File: src/dcu_pkg.sv
// Shared constants for the debug command unit.
package dcu_pkg;
   // -----------------------------------------------------------------
   // Command codes
   // -----------------------------------------------------------------
   localparam logic [7:0] CMD_PRD = 8'h0B;
   localparam logic [7:0] CMD_DWR = 8'h0C;
   localparam logic [7:0] CMD_DRD = 8'h0D;
   localparam logic [7:0] CMD_CRC = 8'h0E;
   localparam logic [7:0] CMD_STEP = 8'h10;
   localparam logic [7:0] CMD_STUFF = 8'h11;
   localparam logic [7:0] CMD_EXEC = 8'h12;
   localparam logic [7:0] CMD_WWR = 8'h20;
   localparam logic [7:0] CMD_WRD = 8'h21;
   // -----------------------------------------------------------------
   // Field positions, masks and reset values
   // -----------------------------------------------------------------
   localparam int CTL_HALT = 7;
   localparam int CTL_BREAKPOINT_ENABLE_BIT = 6;
   localparam int CTL_ACKEN = 5;
   localparam int CTL_CHIPRST = 0;
   localparam logic [7:0] CTL_MASK = 8'hE1;
   localparam int WC_WRITE = 7;
   localparam int WC_READ = 6;
   localparam int WC_DMATCH = 5;
   localparam logic [7:0] WC_MASK = 8'hEF;
   localparam logic [7:0] CTL_RESET = 8'h00;
   localparam logic [7:0] WC_RESET = 8'h00;
   localparam logic [7:0] WA_RESET = 8'h00;
   localparam logic [7:0] WD_RESET = 8'h00;
   localparam logic [7:0] STAT_RESET = 8'h00;
   // -----------------------------------------------------------------
   // Data values
   // -----------------------------------------------------------------
   localparam logic [7:0] FILL_BYTE = 8'hFF;
   localparam logic [7:0] ACK_BYTE = 8'hFF;
   localparam logic [7:0] BRK_OPCODE = 8'h00;
   localparam logic [15:0] CRC_BLOCKED = 16'hFFFF;
   localparam logic [15:0] CRC_INIT = 16'hFFFF;
   localparam logic [15:0] CRC_POLY = 16'h1021;
   localparam int TX_DEPTH = 32;
   localparam int PROG_BYTES = 65536;
endpackage

File: src/debug_command_unit.sv
// Debug command unit with its transmit FIFO.
//
// Contract
// Program read takes address then size, high bytes first; size zero means 65536.
// Program read outside debug mode or under protection returns FFH per byte.
// Data write takes address, size, bytes; discarded outside debug or under protection.
// Data read framed like write; returns FFH only outside debug mode.
// CRC command returns CCITT CRC of program memory, high first; FFFFH outside debug.
// CRC answer comes after reading all program memory, one byte per read.
// Step runs one instruction; ignored outside debug or under protection.
// Stuff takes one opcode byte for the CPU; ignored when not allowed.
// Execute takes 1-5 bytes by opcode length; one byte discarded when not allowed.
// Watch write takes control, address, data; control cleared when not allowed.
// Watch read returns control, address, match data in that order.
// Host writes 81H reset-stop, 41H reset-go, 40H resume.
// Control bit 7 stops the CPU; clearing it lets the CPU run.
// Enabled breakpoint or watch break sets control bit 7 by itself.
// Under protection writes never clear control bit 7.
// Breakpoint enable bit 6 resets to 0; breakpoint opcode then acts as no-op.
// With bit 5 set, each break sends FFH to the host.
// Bit 0 resets the chip but not this unit; clears when reset completes.
// Status shows debug bit 7, halt bit 6, protection bit 5, rest zero.
// Watch control bits 7 and 6 break on writes and reads; none settable protected.
// Data-match bit 5 requires equal data, only when a read or write break is enabled.
// Watch compares 12-bit address from control bits 3:0 and the address register.
// Reserved control bits read zero and writes to them are ignored.
`timescale 1ns/1ps
`default_nettype none

// ---------------------------------------------------------------------
// Byte FIFO between the command engine and the host link
// ---------------------------------------------------------------------
module dcu_fifo #(
   parameter int WIDTH = 8,
   parameter int DEPTH = 32
) (
   input wire logic sys_clk,  // System clock.
   input wire logic arst_n,  // Asynchronous reset, active low.
   input wire logic in_valid,  // Write side offers a word.
   input wire logic [WIDTH-1:0] in_data,  // Word offered.
   output logic in_ready,  // FIFO has room.
   output logic out_valid,  // FIFO holds a word.
   output logic [WIDTH-1:0] out_data,  // Oldest word.
   input wire logic out_ready  // Drain side takes the word.
);
   localparam int AW = $clog2(DEPTH);
   typedef struct packed {
      logic [DEPTH-1:0][WIDTH-1:0] mem;
      logic [AW:0] wp;
      logic [AW:0] rp;
   } fifo_t;
   fifo_t q, d;
   logic full, empty;

   // Pointers carry one extra wrap bit so full and empty are exact.
   assign empty = (q.wp == q.rp);
   assign full = (q.wp[AW-1:0] == q.rp[AW-1:0]) && (q.wp[AW] != q.rp[AW]);
   assign in_ready = !full;
   assign out_valid = !empty;
   assign out_data = q.mem[q.rp[AW-1:0]];

   // Next state.
   always_comb begin
      d = q;
      if (in_valid && !full) begin
         d.mem[q.wp[AW-1:0]] = in_data;
         d.wp = q.wp + 1'b1;
      end
      if (out_ready && !empty) begin
         d.rp = q.rp + 1'b1;
      end
   end

   // State register.
   always_ff @(posedge sys_clk or negedge arst_n) begin
      if (!arst_n) begin
         q <= '0;
      end else begin
         q <= d;
      end
   end
endmodule

// ---------------------------------------------------------------------
// Command engine, control registers and watch comparator
// ---------------------------------------------------------------------
module debug_command_unit #(
   parameter int PROG_SIZE = dcu_pkg::PROG_BYTES
) (
   input wire logic sys_clk,  // System clock, 20 MHz.
   input wire logic arst_n,  // Asynchronous reset, active low.
   input wire logic rx_valid,  // Host byte available.
   input wire logic [7:0] rx_data,  // Host byte.
   output logic rx_ready,  // Host byte taken this cycle.
   output logic tx_valid,  // Byte for the host available.
   output logic [7:0] tx_data,  // Byte for the host.
   input wire logic tx_ready,  // Link takes the byte.
   input wire logic ctl_wr,  // Control register write strobe.
   input wire logic [7:0] ctl_wdata,  // Control register write data.
   output logic [7:0] debug_control,  // Control register value.
   output logic [7:0] debug_status,  // Status register value.
   input wire logic protect_active_flag,  // Read protection enabled.
   input wire logic cpu_halted,  // CPU is in halt mode.
   output logic halt_for_debug_bit,  // CPU must stop fetching.
   input wire logic dec_valid,  // CPU decoded an opcode.
   input wire logic [7:0] dec_opcode,  // Decoded opcode.
   output logic step_pulse,  // Run one instruction.
   output logic stuff_pulse,  // Run one instruction with stuffed opcode.
   output logic exec_pulse,  // One execute instruction byte.
   output logic [7:0] exec_byte,  // Stuffed or executed byte.
   input wire logic [2:0] instr_len,  // Length of opcode on rx_data.
   output logic chip_reset_req,  // Reset the rest of the chip.
   input wire logic chip_reset_done,  // Chip reset finished.
   input wire logic rf_access,  // Register-file access.
   input wire logic rf_write,  // Access is a write.
   input wire logic [11:0] rf_addr,  // Register-file address.
   input wire logic [7:0] rf_data,  // Register-file data.
   output logic mem_req,  // Memory access request.
   output logic mem_we,  // Request is a write.
   output logic mem_prog,  // Program memory when high.
   output logic [15:0] mem_addr,  // Memory byte address.
   output logic [7:0] mem_wdata,  // Memory write data.
   input wire logic mem_ack,  // Access done, read data valid.
   input wire logic [7:0] mem_rdata  // Memory read data.
);
   typedef enum logic [4:0] {
      IDLE, ADR_H, ADR_L, SZ_H, SZ_L, RD_GO, RD_WAIT, WR_DAT, WR_WAIT,
      CRC_RD, CRC_HI, CRC_LO, STUFF_OP, EX_FIRST, EX_REST,
      W_CTL, W_ADR, W_DAT, W_TX
   } st_t;
   typedef struct packed {
      st_t st;
      logic [7:0] cmd;
      logic [15:0] addr;
      logic [16:0] cnt;
      logic blk;
      logic [7:0] ctl;
      logic [7:0] stat;
      logic [7:0] wc;
      logic [7:0] wa;
      logic [7:0] wd;
      logic [15:0] crc;
      logic [7:0] txd;
      logic txv;
      logic ack_pend;
      logic [2:0] xlen;
      logic [1:0] widx;
      logic mreq;
      logic mwe;
      logic mprog;
      logic [7:0] mwd;
      logic step;
      logic stuff;
      logic xstb;
      logic [7:0] xbyte;
   } state_t;
   localparam logic [16:0] PROG_CNT = 17'(PROG_SIZE);
   state_t q, d;
   logic fifo_in_ready, dbg, allow, watch_hit, brk_hit, last;

   // CCITT update over one byte, most significant bit first.
   function automatic logic [15:0] crc_byte(input logic [15:0] c, input logic [7:0] b);
      logic [15:0] r;
      r = c ^ {b, 8'h00};
      for (int i = 0; i < 8; i++) begin
         r = r[15] ? ((r << 1) ^ dcu_pkg::CRC_POLY) : (r << 1);
      end
      return r;
   endfunction

   // Outputs straight from the state register.
   assign debug_control = q.ctl;
   assign debug_status = q.stat;
   assign halt_for_debug_bit = q.ctl[dcu_pkg::CTL_HALT];
   assign chip_reset_req = q.ctl[dcu_pkg::CTL_CHIPRST];
   assign step_pulse = q.step;
   assign stuff_pulse = q.stuff;
   assign exec_pulse = q.xstb;
   assign exec_byte = q.xbyte;
   assign mem_req = q.mreq;
   assign mem_we = q.mwe;
   assign mem_prog = q.mprog;
   assign mem_addr = q.addr;
   assign mem_wdata = q.mwd;
   assign dbg = q.ctl[dcu_pkg::CTL_HALT];
   assign allow = dbg && !protect_active_flag;
   assign last = (q.cnt == 17'h00001);

   // Watch comparator; data match only narrows an enabled break.
   always_comb begin
      watch_hit = rf_access && (rf_addr == {q.wc[3:0], q.wa})
         && ((rf_write && q.wc[dcu_pkg::WC_WRITE])
         || (!rf_write && q.wc[dcu_pkg::WC_READ]))
         && (!q.wc[dcu_pkg::WC_DMATCH] || (rf_data == q.wd));
   end

   // A break only counts while the CPU is still running.
   assign brk_hit = !dbg && (watch_hit || (dec_valid
      && (dec_opcode == dcu_pkg::BRK_OPCODE) && q.ctl[dcu_pkg::CTL_BREAKPOINT_ENABLE_BIT]));

   // Only idle and byte-consuming states take host bytes.
   always_comb begin
      case (q.st)
         IDLE: rx_ready = !q.txv && !q.ack_pend;
         ADR_H, ADR_L, SZ_H, SZ_L, STUFF_OP, EX_FIRST, EX_REST: rx_ready = 1'b1;
         W_CTL, W_ADR, W_DAT: rx_ready = 1'b1;
         WR_DAT: rx_ready = 1'b1;
         default: rx_ready = 1'b0;
      endcase
   end

   // Next state: registers, then the command sequencer.
   always_comb begin
      d = q;
      d.step = 1'b0;
      d.stuff = 1'b0;
      d.xstb = 1'b0;
      if (q.txv && fifo_in_ready) begin
         d.txv = 1'b0;
      end
      d.stat = {dbg, cpu_halted, protect_active_flag, 5'h00};
      // Control write; protection keeps the halt bit set.
      if (ctl_wr) begin
         d.ctl = ctl_wdata & dcu_pkg::CTL_MASK;
         if (protect_active_flag && dbg) begin
            d.ctl[dcu_pkg::CTL_HALT] = 1'b1;
         end
      end
      // The chip reset request drops when the chip reports completion.
      if (q.ctl[dcu_pkg::CTL_CHIPRST] && chip_reset_done && !ctl_wr) begin
         d.ctl[dcu_pkg::CTL_CHIPRST] = 1'b0;
      end
      // A break beats a clearing write in the same cycle.
      if (brk_hit) begin
         d.ctl[dcu_pkg::CTL_HALT] = 1'b1;
         if (q.ctl[dcu_pkg::CTL_ACKEN]) begin
            d.ack_pend = 1'b1;
         end
      end
      case (q.st)
         IDLE: begin
            if (q.ack_pend && !q.txv) begin
               d.txd = dcu_pkg::ACK_BYTE;
               d.txv = 1'b1;
               d.ack_pend = brk_hit && q.ctl[dcu_pkg::CTL_ACKEN];
            end else if (rx_valid && rx_ready) begin
               d.cmd = rx_data;
               case (rx_data)
                  dcu_pkg::CMD_PRD, dcu_pkg::CMD_DWR, dcu_pkg::CMD_DRD: d.st = ADR_H;
                  dcu_pkg::CMD_CRC: begin
                     d.addr = 16'h0000;
                     if (dbg) begin
                        d.cnt = PROG_CNT;
                        d.crc = dcu_pkg::CRC_INIT;
                        d.mreq = 1'b1;
                        d.mwe = 1'b0;
                        d.mprog = 1'b1;
                        d.st = CRC_RD;
                     end else begin
                        d.crc = dcu_pkg::CRC_BLOCKED;
                        d.st = CRC_HI;
                     end
                  end
                  dcu_pkg::CMD_STEP: d.step = allow;
                  dcu_pkg::CMD_STUFF: d.st = STUFF_OP;
                  dcu_pkg::CMD_EXEC: d.st = EX_FIRST;
                  dcu_pkg::CMD_WWR: d.st = W_CTL;
                  dcu_pkg::CMD_WRD: begin
                     d.widx = 2'd0;
                     d.st = W_TX;
                  end
                  default: d.st = IDLE;
               endcase
            end
         end
         // Address and size arrive high byte first.
         ADR_H: if (rx_valid) begin
            d.addr[15:8] = rx_data;
            d.st = ADR_L;
         end
         ADR_L: if (rx_valid) begin
            d.addr[7:0] = rx_data;
            d.st = SZ_H;
         end
         SZ_H: if (rx_valid) begin
            d.cnt[15:8] = rx_data;
            d.st = SZ_L;
         end
         SZ_L: if (rx_valid) begin
            d.cnt = {(q.cnt[15:8] == 8'h00) && (rx_data == 8'h00), q.cnt[15:8], rx_data};
            if (q.cmd == dcu_pkg::CMD_DRD) begin
               d.blk = !dbg;
            end else begin
               d.blk = !allow;
            end
            d.st = (q.cmd == dcu_pkg::CMD_DWR) ? WR_DAT : RD_GO;
         end
         // Reads: one byte at a time, held back while the FIFO is full.
         RD_GO: if (!q.txv) begin
            if (q.blk) begin
               d.txd = dcu_pkg::FILL_BYTE;
               d.txv = 1'b1;
               d.addr = q.addr + 16'h0001;
               d.cnt = q.cnt - 17'h00001;
               d.st = last ? IDLE : RD_GO;
            end else begin
               d.mreq = 1'b1;
               d.mwe = 1'b0;
               d.mprog = (q.cmd == dcu_pkg::CMD_PRD);
               d.st = RD_WAIT;
            end
         end
         RD_WAIT: if (mem_ack) begin
            d.mreq = 1'b0;
            d.txd = mem_rdata;
            d.txv = 1'b1;
            d.addr = q.addr + 16'h0001;
            d.cnt = q.cnt - 17'h00001;
            d.st = last ? IDLE : RD_GO;
         end
         // Writes: a blocked byte is consumed and dropped.
         WR_DAT: if (rx_valid) begin
            if (q.blk) begin
               d.addr = q.addr + 16'h0001;
               d.cnt = q.cnt - 17'h00001;
               d.st = last ? IDLE : WR_DAT;
            end else begin
               d.mreq = 1'b1;
               d.mwe = 1'b1;
               d.mprog = 1'b0;
               d.mwd = rx_data;
               d.st = WR_WAIT;
            end
         end
         WR_WAIT: if (mem_ack) begin
            d.mreq = 1'b0;
            d.mwe = 1'b0;
            d.addr = q.addr + 16'h0001;
            d.cnt = q.cnt - 17'h00001;
            d.st = last ? IDLE : WR_DAT;
         end
         // The request stays up; each acknowledge folds one byte in.
         CRC_RD: if (mem_ack) begin
            d.crc = crc_byte(q.crc, mem_rdata);
            d.addr = q.addr + 16'h0001;
            d.cnt = q.cnt - 17'h00001;
            if (last) begin
               d.mreq = 1'b0;
               d.st = CRC_HI;
            end
         end
         CRC_HI: if (!q.txv) begin
            d.txd = q.crc[15:8];
            d.txv = 1'b1;
            d.st = CRC_LO;
         end
         CRC_LO: if (!q.txv) begin
            d.txd = q.crc[7:0];
            d.txv = 1'b1;
            d.st = IDLE;
         end
         STUFF_OP: if (rx_valid) begin
            d.stuff = allow;
            d.xbyte = rx_data;
            d.st = IDLE;
         end
         // Execute length comes from the CPU decoder on the first byte.
         EX_FIRST: if (rx_valid) begin
            d.xstb = allow;
            d.xbyte = rx_data;
            d.xlen = instr_len - 3'd1;
            d.st = (allow && instr_len > 3'd1) ? EX_REST : IDLE;
         end
         EX_REST: if (rx_valid) begin
            d.xstb = 1'b1;
            d.xbyte = rx_data;
            d.xlen = q.xlen - 3'd1;
            d.st = (q.xlen == 3'd1) ? IDLE : EX_REST;
         end
         W_CTL: if (rx_valid) begin
            d.wc = allow ? (rx_data & dcu_pkg::WC_MASK) : 8'h00;
            d.st = W_ADR;
         end
         W_ADR: if (rx_valid) begin
            d.wa = rx_data;
            d.st = W_DAT;
         end
         W_DAT: if (rx_valid) begin
            d.wd = rx_data;
            d.st = IDLE;
         end
         W_TX: if (!q.txv) begin
            d.txd = (q.widx == 2'd0) ? q.wc : (q.widx == 2'd1) ? q.wa : q.wd;
            d.txv = 1'b1;
            d.widx = q.widx + 2'd1;
            d.st = (q.widx == 2'd2) ? IDLE : W_TX;
         end
         default: d.st = IDLE;
      endcase
   end

   // State register.
   always_ff @(posedge sys_clk or negedge arst_n) begin
      if (!arst_n) begin
         q <= '0;
         q.st <= IDLE;
         q.ctl <= dcu_pkg::CTL_RESET;
         q.stat <= dcu_pkg::STAT_RESET;
         q.wc <= dcu_pkg::WC_RESET;
         q.wa <= dcu_pkg::WA_RESET;
         q.wd <= dcu_pkg::WD_RESET;
      end else begin
         q <= d;
      end
   end

   // Host bytes leave through the FIFO; a full FIFO stalls the sequencer.
   dcu_fifo #(.WIDTH(8), .DEPTH(dcu_pkg::TX_DEPTH)) u_tx (
      .sys_clk(sys_clk),
      .arst_n(arst_n),
      .in_valid(q.txv),
      .in_data(q.txd),
      .in_ready(fifo_in_ready),
      .out_valid(tx_valid),
      .out_data(tx_data),
      .out_ready(tx_ready)
   );
endmodule

`default_nettype wire

File: config.mk
export PLATFORM = sky130hd
export DESIGN_NAME = debug_command_unit
export DESIGN_NICKNAME = d
export VERILOG_FILES = /design/src/dcu_pkg.sv /design/src/debug_command_unit.sv
export SDC_FILE = /design/constraint.sdc
export NUM_CORES = 1
export LEC_CHECK = 0
export BUFFER_PORTS_ARGS = -buffer_cell sky130_fd_sc_hd__buf_4
export CORE_AREA = 2 2 246 248
export CTS_BUF_LIST = sky130_fd_sc_hd__clkbuf_8
export CTS_CLUSTER_DIAMETER = 80
export DETAILED_ROUTE_END_ITERATION = 8
export DIE_AREA = 0 0 248 250
export PLACE_DENSITY = 0.5
export SETUP_SLACK_MARGIN = 0.2
export SYNTH_ARGS = -nofsm -noshare
export SYNTH_HDL_FRONTEND = slang
export SYNTH_SLANG_ARGS = --single-unit
File: constraint.sdc
create_clock -name sys_clk -period 3.65 [get_ports sys_clk]
set_clock_uncertainty 0.05 [all_clocks]
set_input_delay 0.1825 -clock sys_clk [delete_from_list [all_inputs] [get_ports sys_clk]]
set_output_delay 0.1825 -clock sys_clk [all_outputs]
set_load 0.02 [all_outputs]
# Yosys cells after proc, flatten, opt, wreduce, memory -nomap -nowiden
# Cells that the tools add are included.
dict set report op_classes {
  add_sub_neg 7
  magnitude_cmp 4
  n_eq_ne 69
  muxes 114
  n_bitwise 12
  reduce_logical 77
}
# cell count
set op_table {}
lappend op_table {{256-bit bitwise mux} 1}
lappend op_table {{33-bit 2-to-1 mux} 5}
lappend op_table {{8-bit case mux with 5 select lines} 3}
lappend op_table {{5-bit 2-to-1 mux} 21}
lappend op_table {{13-bit 2-to-1 mux} 8}
lappend op_table {{46-bit 2-to-1 mux} 2}
lappend op_table {{5-bit case mux with 18 select lines} 1}
lappend op_table {{9-bit 2-to-1 mux} 8}
lappend op_table {{16-bit 2-to-1 mux} 4}
lappend op_table {{8-bit by 4-bit equality test with 1-bit output, second input constant} 7}
lappend op_table {{8-bit 2-to-1 mux} 7}
lappend op_table {{9-bit case mux with 6 select lines} 1}
lappend op_table {{2-bit != test, second input constant} 26}
lappend op_table {{8-bit case mux with 6 select lines} 1}
lappend op_table {{8-bit binary-select mux with 5-bit select} 1}
lappend op_table {{8-bit demux with 5-bit select} 1}
lappend op_table {{5-bit by 4-bit equality test with 1-bit output, second input constant} 8}
lappend op_table {{5-bit case mux with 7 select lines} 1}
lappend op_table {{16-bit case mux with 2 select lines} 1}
lappend op_table {{3-bit 2-to-1 mux} 9}
lappend op_table {{8-bit by 5-bit equality test with 1-bit output, second input constant} 3}
lappend op_table {{8-bit logical NOT} 3}
lappend op_table {{3-bit inverter} 8}
lappend op_table {{8-bit case mux with 3 select lines} 1}
lappend op_table {{61 further kinds} 152}
dict set report totals {
  reg_bits 399
  inputBits 67
  out_inout_bits 66
  elab_cells 345
}

# Logic depth before layout (Yosys ltp)
dict set report depth {
  depth_word 19
  mapped_depth 10
  ltp_nobuf 8
}

# Hierarchy
# From an unflattened synthesis, not the netlist that was laid out.
dict set report unflattened {
  hier_cells 1702
  hier_area_um2 20588.5
}
# module n_inst cells_per_inst area_per_inst_um2 seq_area_each_um2
set modules_own_cells {}
lappend modules_own_cells {dcu_fifo 1 762 12344.3 6706.4}
lappend modules_own_cells {debug_command_unit 1 940 8244.2 3253.1}

# Worst setup path after synthesis
# OpenSTA, ideal clock, no wires.
dict set report synth_timing {
  path_kind {flip-flop to output port}
  from {register u_tx.q[0] (netlist bit)}
  to {output port tx_data[0]}
  arrival_ns 2.360
  t_required_ns 3.418
  slack_ns 1.057
  stages_incl_launch_ff 7
  n_path_buf 3
  path_cell_list {dfrtp_1 -> clkbuf_1 -> buf_2 -> buf_2 -> mux4_2 -> mux4_2 -> mux2_2}
}
dict set report synth_via {
  elab_chain_cells 2
}
# element line
set synth_lines {}
lappend synth_lines {{from (decl)} debug_command_unit.sv:52} ;# fifo_t q, d;
lappend synth_lines {{from (signal assigned)} debug_command_unit.sv:77} ;# q <= '0;
lappend synth_lines {{from (signal assigned)} debug_command_unit.sv:79} ;# q <= d;
lappend synth_lines {{8-bit binary-select mux with 5-bit select} debug_command_unit.sv:60} ;# assign out_data = q.mem[q.rp[AW-1:0]];
lappend synth_lines {{8-bit 2-to-1 mux (not written as such)} debug_command_unit.sv:60}
lappend synth_lines {{to (decl)} debug_command_unit.sv:96} ;# output logic [7:0] tx_data,
# No other way between the ends. The select of a mux whose other input is x is not followed.

# Final worst setup path
dict set report layout_timing {
  from {register u_tx.q[0] (netlist bit)}
  to {output port tx_data[3]}
}
# Same word-level chain as after synthesis.

==> run summary <==
The final layout contains 1,881 nets. The kind of cell with the highest combined delay along the critical path is multiplexers. The count of clock tree sinks is 398, and the leakage power figure is 10.9 nW.

The number of antenna violations at the first check in global routing is 1. The largest individual stage delay along the critical path comes from the cell mux4_2. The residual DRC count was 0.

The worst path meets setup with 0.329 ns of slack. The run gives 0.908 as the last weighted congestion value of the routability-driven placer. After clock tree synthesis, the setup repair step added 0 buffers. The total core area was 59,600 um^2. The data arrival time of the critical path is 3.09 ns. The CTS buffer count is 75, and the area of the die is 62,000 um^2.

TritonCTS built the clock tree. Setup repair after global routing left no endpoint under its margin. The layout has 5,695 filler cells. The via count of the first global-routing pass came out at 14,500. The logs give 34.5% for the starting density of the core and 0 for the final hold violation count.

The type of origin of the critical path is a flop. The largest net degree at the start of global routing came out at 102. For this run, the leading register cell type out of synthesis is dfrtp_1. The clock latency on the worst-skew pair was 0.68 ns; the number of buffers on the longest clock path was 3. The number of vias in the routed layout came out at 14,000. The number of max-slew violations in the final report was 0. The clock tree root buffer cell is clkbuf_8. The die boundary height is 250 um, and the post-route clock period utilization is 91.0%.

The average wire length per cell after detail routing is 21.5 um. The library cell used most frequently in the layout, excluding fill and tap cells, is dfrtp_1. At the pin with the least slew margin, the transition time is 1.28 ns. In this run the worst path has a maximum fanout of 17. The count of distinct cell types in the synthesized netlist came out at 76. In the routed layout, each cell is associated on average with a via count of 5.31. The fraction of registers with async set/reset is 100%, and the cell area reported after detailed placement is 22,100 um^2. Sorting the synthesized cells by area gives the leading types as dfrtp_1 (48%), mux2_2 (17%), mux4_2 (8.8%), o21ai_0 (2.6%), buf_4 (1.8%). The synthesized area divided by synthesized cell count works out to 12.3 um^2. The share of synthesized area in the top cell type comes to 48.5%.

Count of buffer and inverter cells on the critical path: 2. Cells with a size suffix above 1 make up 38.7% of the layout. The logs give 48.5% for the share of the yosys chip area belonging to registers and 0.412 mV for the peak ir drop on the vdd network. The min-delay analysis places its worst path in the category input port to async pin. The remaining number of nets flagged by the antenna check after routing is 0, and the count of yosys warnings during synthesis is 0. Traced cell by cell, the critical path runs through buf_4 > mux4_2 > mux4_2 > mux2_2 > buf_4.

The iteration count of the initial detailed-routing pass came out at 7. In the layout the commonest cells are dfrtp_1 (396), mux2_2 (305), buf_4 (154), o21ai_0 (106), nand2_1 (96). In the global route stage, overall resource usage came out at 18.6%. The setup path with the least slack is of type flop to primary output.

Final HPWL from detailed placement: 37,400 um. Input and output buffers added on the ports amount to 119. The floorplan has 90 rows. The first global-routing pass estimated 88,600 um of wire.

After the first detailed-routing iteration, the DRC count stood at 837. For this design the ratio of total power to cell area is 753 nW/um^2. The I/O pin count is 133. For the number of standard cells after synthesis, the log shows 1,677. Global routing finished with a remaining overflow of 0. Clock-pin slew was measured on the worst setup and hold paths at 0.06 ns.

Largest area contributor in the netlist: dfrtp_1. The largest single stage delay on the critical path is 0.59 ns. Measured against its own limit, the worst slew margin works out to 14.8%.

In this run, synthesis inferred 0 flip-flops with an integrated enable. For this run, the top clock speed supported by timing is 0.301 GHz. Count of maximum capacitance violations: 0. Synthesis inferred 398 register bits.

From synthesis to final layout, the design area changed by 16.6%. The required time at the worst-slack endpoint came out at 3.42 ns. The flow ran to the end, and the final reports show no timing, DRC or antenna violations. The routed design has 56,700 um of wire. The horizontal extent of the die is 248 um. The cell area that synthesis handed to floorplanning was 20,500 um^2. The final-layout setup total negative slack came out at 0 ns.

At the placement stage, the worst setup path has a slack of 0.666 ns. The worst path needs 3.32 ns of the cycle, external delays included. The finished cells cover 24,000 um^2. The run gives 18.0 mW as the total power. Setup violations remaining at the end of the flow were counted as 0. STA classifies the critical path endpoint as a primary output.

In this run the number of H-tree levels came out at 3.
-- final timing paths --
| check | from | depth (start not counted) | endpoint | slack [ns] |
|---|---|---|---|---|
| worst max-delay path | u_tx.q[0] | 5 | tx_data[3] | 0.33 |
| worst min-delay path | arst_n | 2 | debug_status[6] | 0.07 |
| worst max register to register | q[59] | 7 | debug_control[7] | 0.58 |
| worst min register to register | mem_we | 1 | mem_we | 0.44 |
| max in group asynchronous | arst_n | 3 | u_tx.q[83] | 2.37 |
| min in group sys_clk | cpu_halted | 2 | debug_status[6] | 0.12 |
-- sequential cells by signal, summed over array words and instances, names as in the netlist --
signal and flops:
debug_control 4, debug_status 3, exec_byte 8, exec_pulse 1, mem_addr 16, mem_prog 1
mem_req 1, mem_wdata 8, mem_we 1, q 85, step_pulse 1, stuff_pulse 1
u_tx.q 268
-- layer usage --
metal | vias up | share of wire [%] | track usage, %
met5 | - | 0 | 0
met4 | 0 | 1.9 | 4.77
met3 | 92 | 4.5 | 3.58
met2 | 345 | 48 | 29.8
met1 | 7243 | 46 | 25.9
li1 | 6344 | - | -
-- logic make-up (layout without fill, tap and decap cells) --
logic type | after synthesis | after routing | synth area share (%)
buffers and inverters | 186 | 358 | 4.46
AND/OR/NAND/NOR | 347 | 347 | 8.61
flip-flops | 398 | 398 | 48.5
adder cells (fa/ha/maj) | 15 | 15 | 0.913
other | 1 | 10 | 0.0182
multiplexers | 401 | 401 | 26.3
AO/OA/AOI/OAI | 266 | 266 | 8.52
XOR/XNOR | 63 | 63 | 2.69
-- cell usage after synthesis, types with 4 or more instances --
cell type,instances
xnor2_1,28
a31oi_1,10
nor3b_1,4
nor3_1,20
ha_1,15
buf_4,48
a21oi_1,36
nor4_1,8
clkbuf_1,78
nand4_1,13
mux4_2,80
nand2b_1,4
o31ai_1,10
a22oi_1,28
o21ai_0,106
a22o_1,7
a221oi_1,9
nand2_1,96
nand3_1,26
a32oi_1,7
a21o_1,13
buf_1,9
dfrtp_1,398
and2_1,7
and3_1,11
or3_1,6
and4_1,4
xor2_1,35
nor2_2,31
buf_2,24
nor2_1,79
mux2_2,305
inv_1,26
mux2i_1,13
or2_2,5
a32o_1,7
nor2b_1,12
-- repair_timing --
action | 4_1_cts | 5_1_grt
hold buffers | 34 | 0
setup endpoints to repair | 0 | 2
endpoints found under the hold margin | 198 | 0
resized for setup | 0 | 1
-- where the power goes --
group          total (mW)  switching (mW)  internal [mW]
combinational        6.94            3.85           3.08
sequential           6.67            1.17           5.50
clock                4.44            2.01           2.43
total                18.0            7.03           11.0
-- stage by stage --
step	instances	hold slack, ns	util, %
floorplan	1685	-0.163	-
global placement	2470	0.210	37.0
detailed placement	2470	0.216	37.0
CTS	2639	0.0508	40.2
global route	2640	0.0923	40.2
finish	2640	0.0746	40.2
-- area by class of cell --
class | instances | area (um^2) | share of cell area, %
Antenna cell | 1 | 2.50 | 0.0104
Clock buffer | 95 | 1310 | 5.46
Timing Repair Buffer | 197 | 1660 | 6.94
Multi-Input combinational cell | 1101 | 9710 | 40.5
Tap cell | 782 | 978 | 4.08
Clock inverter | 40 | 236 | 0.987
Sequential cell | 398 | 9960 | 41.6
Inverter | 26 | 97.6 | 0.407
Note: power is estimated with default switching activity, not from simulation.
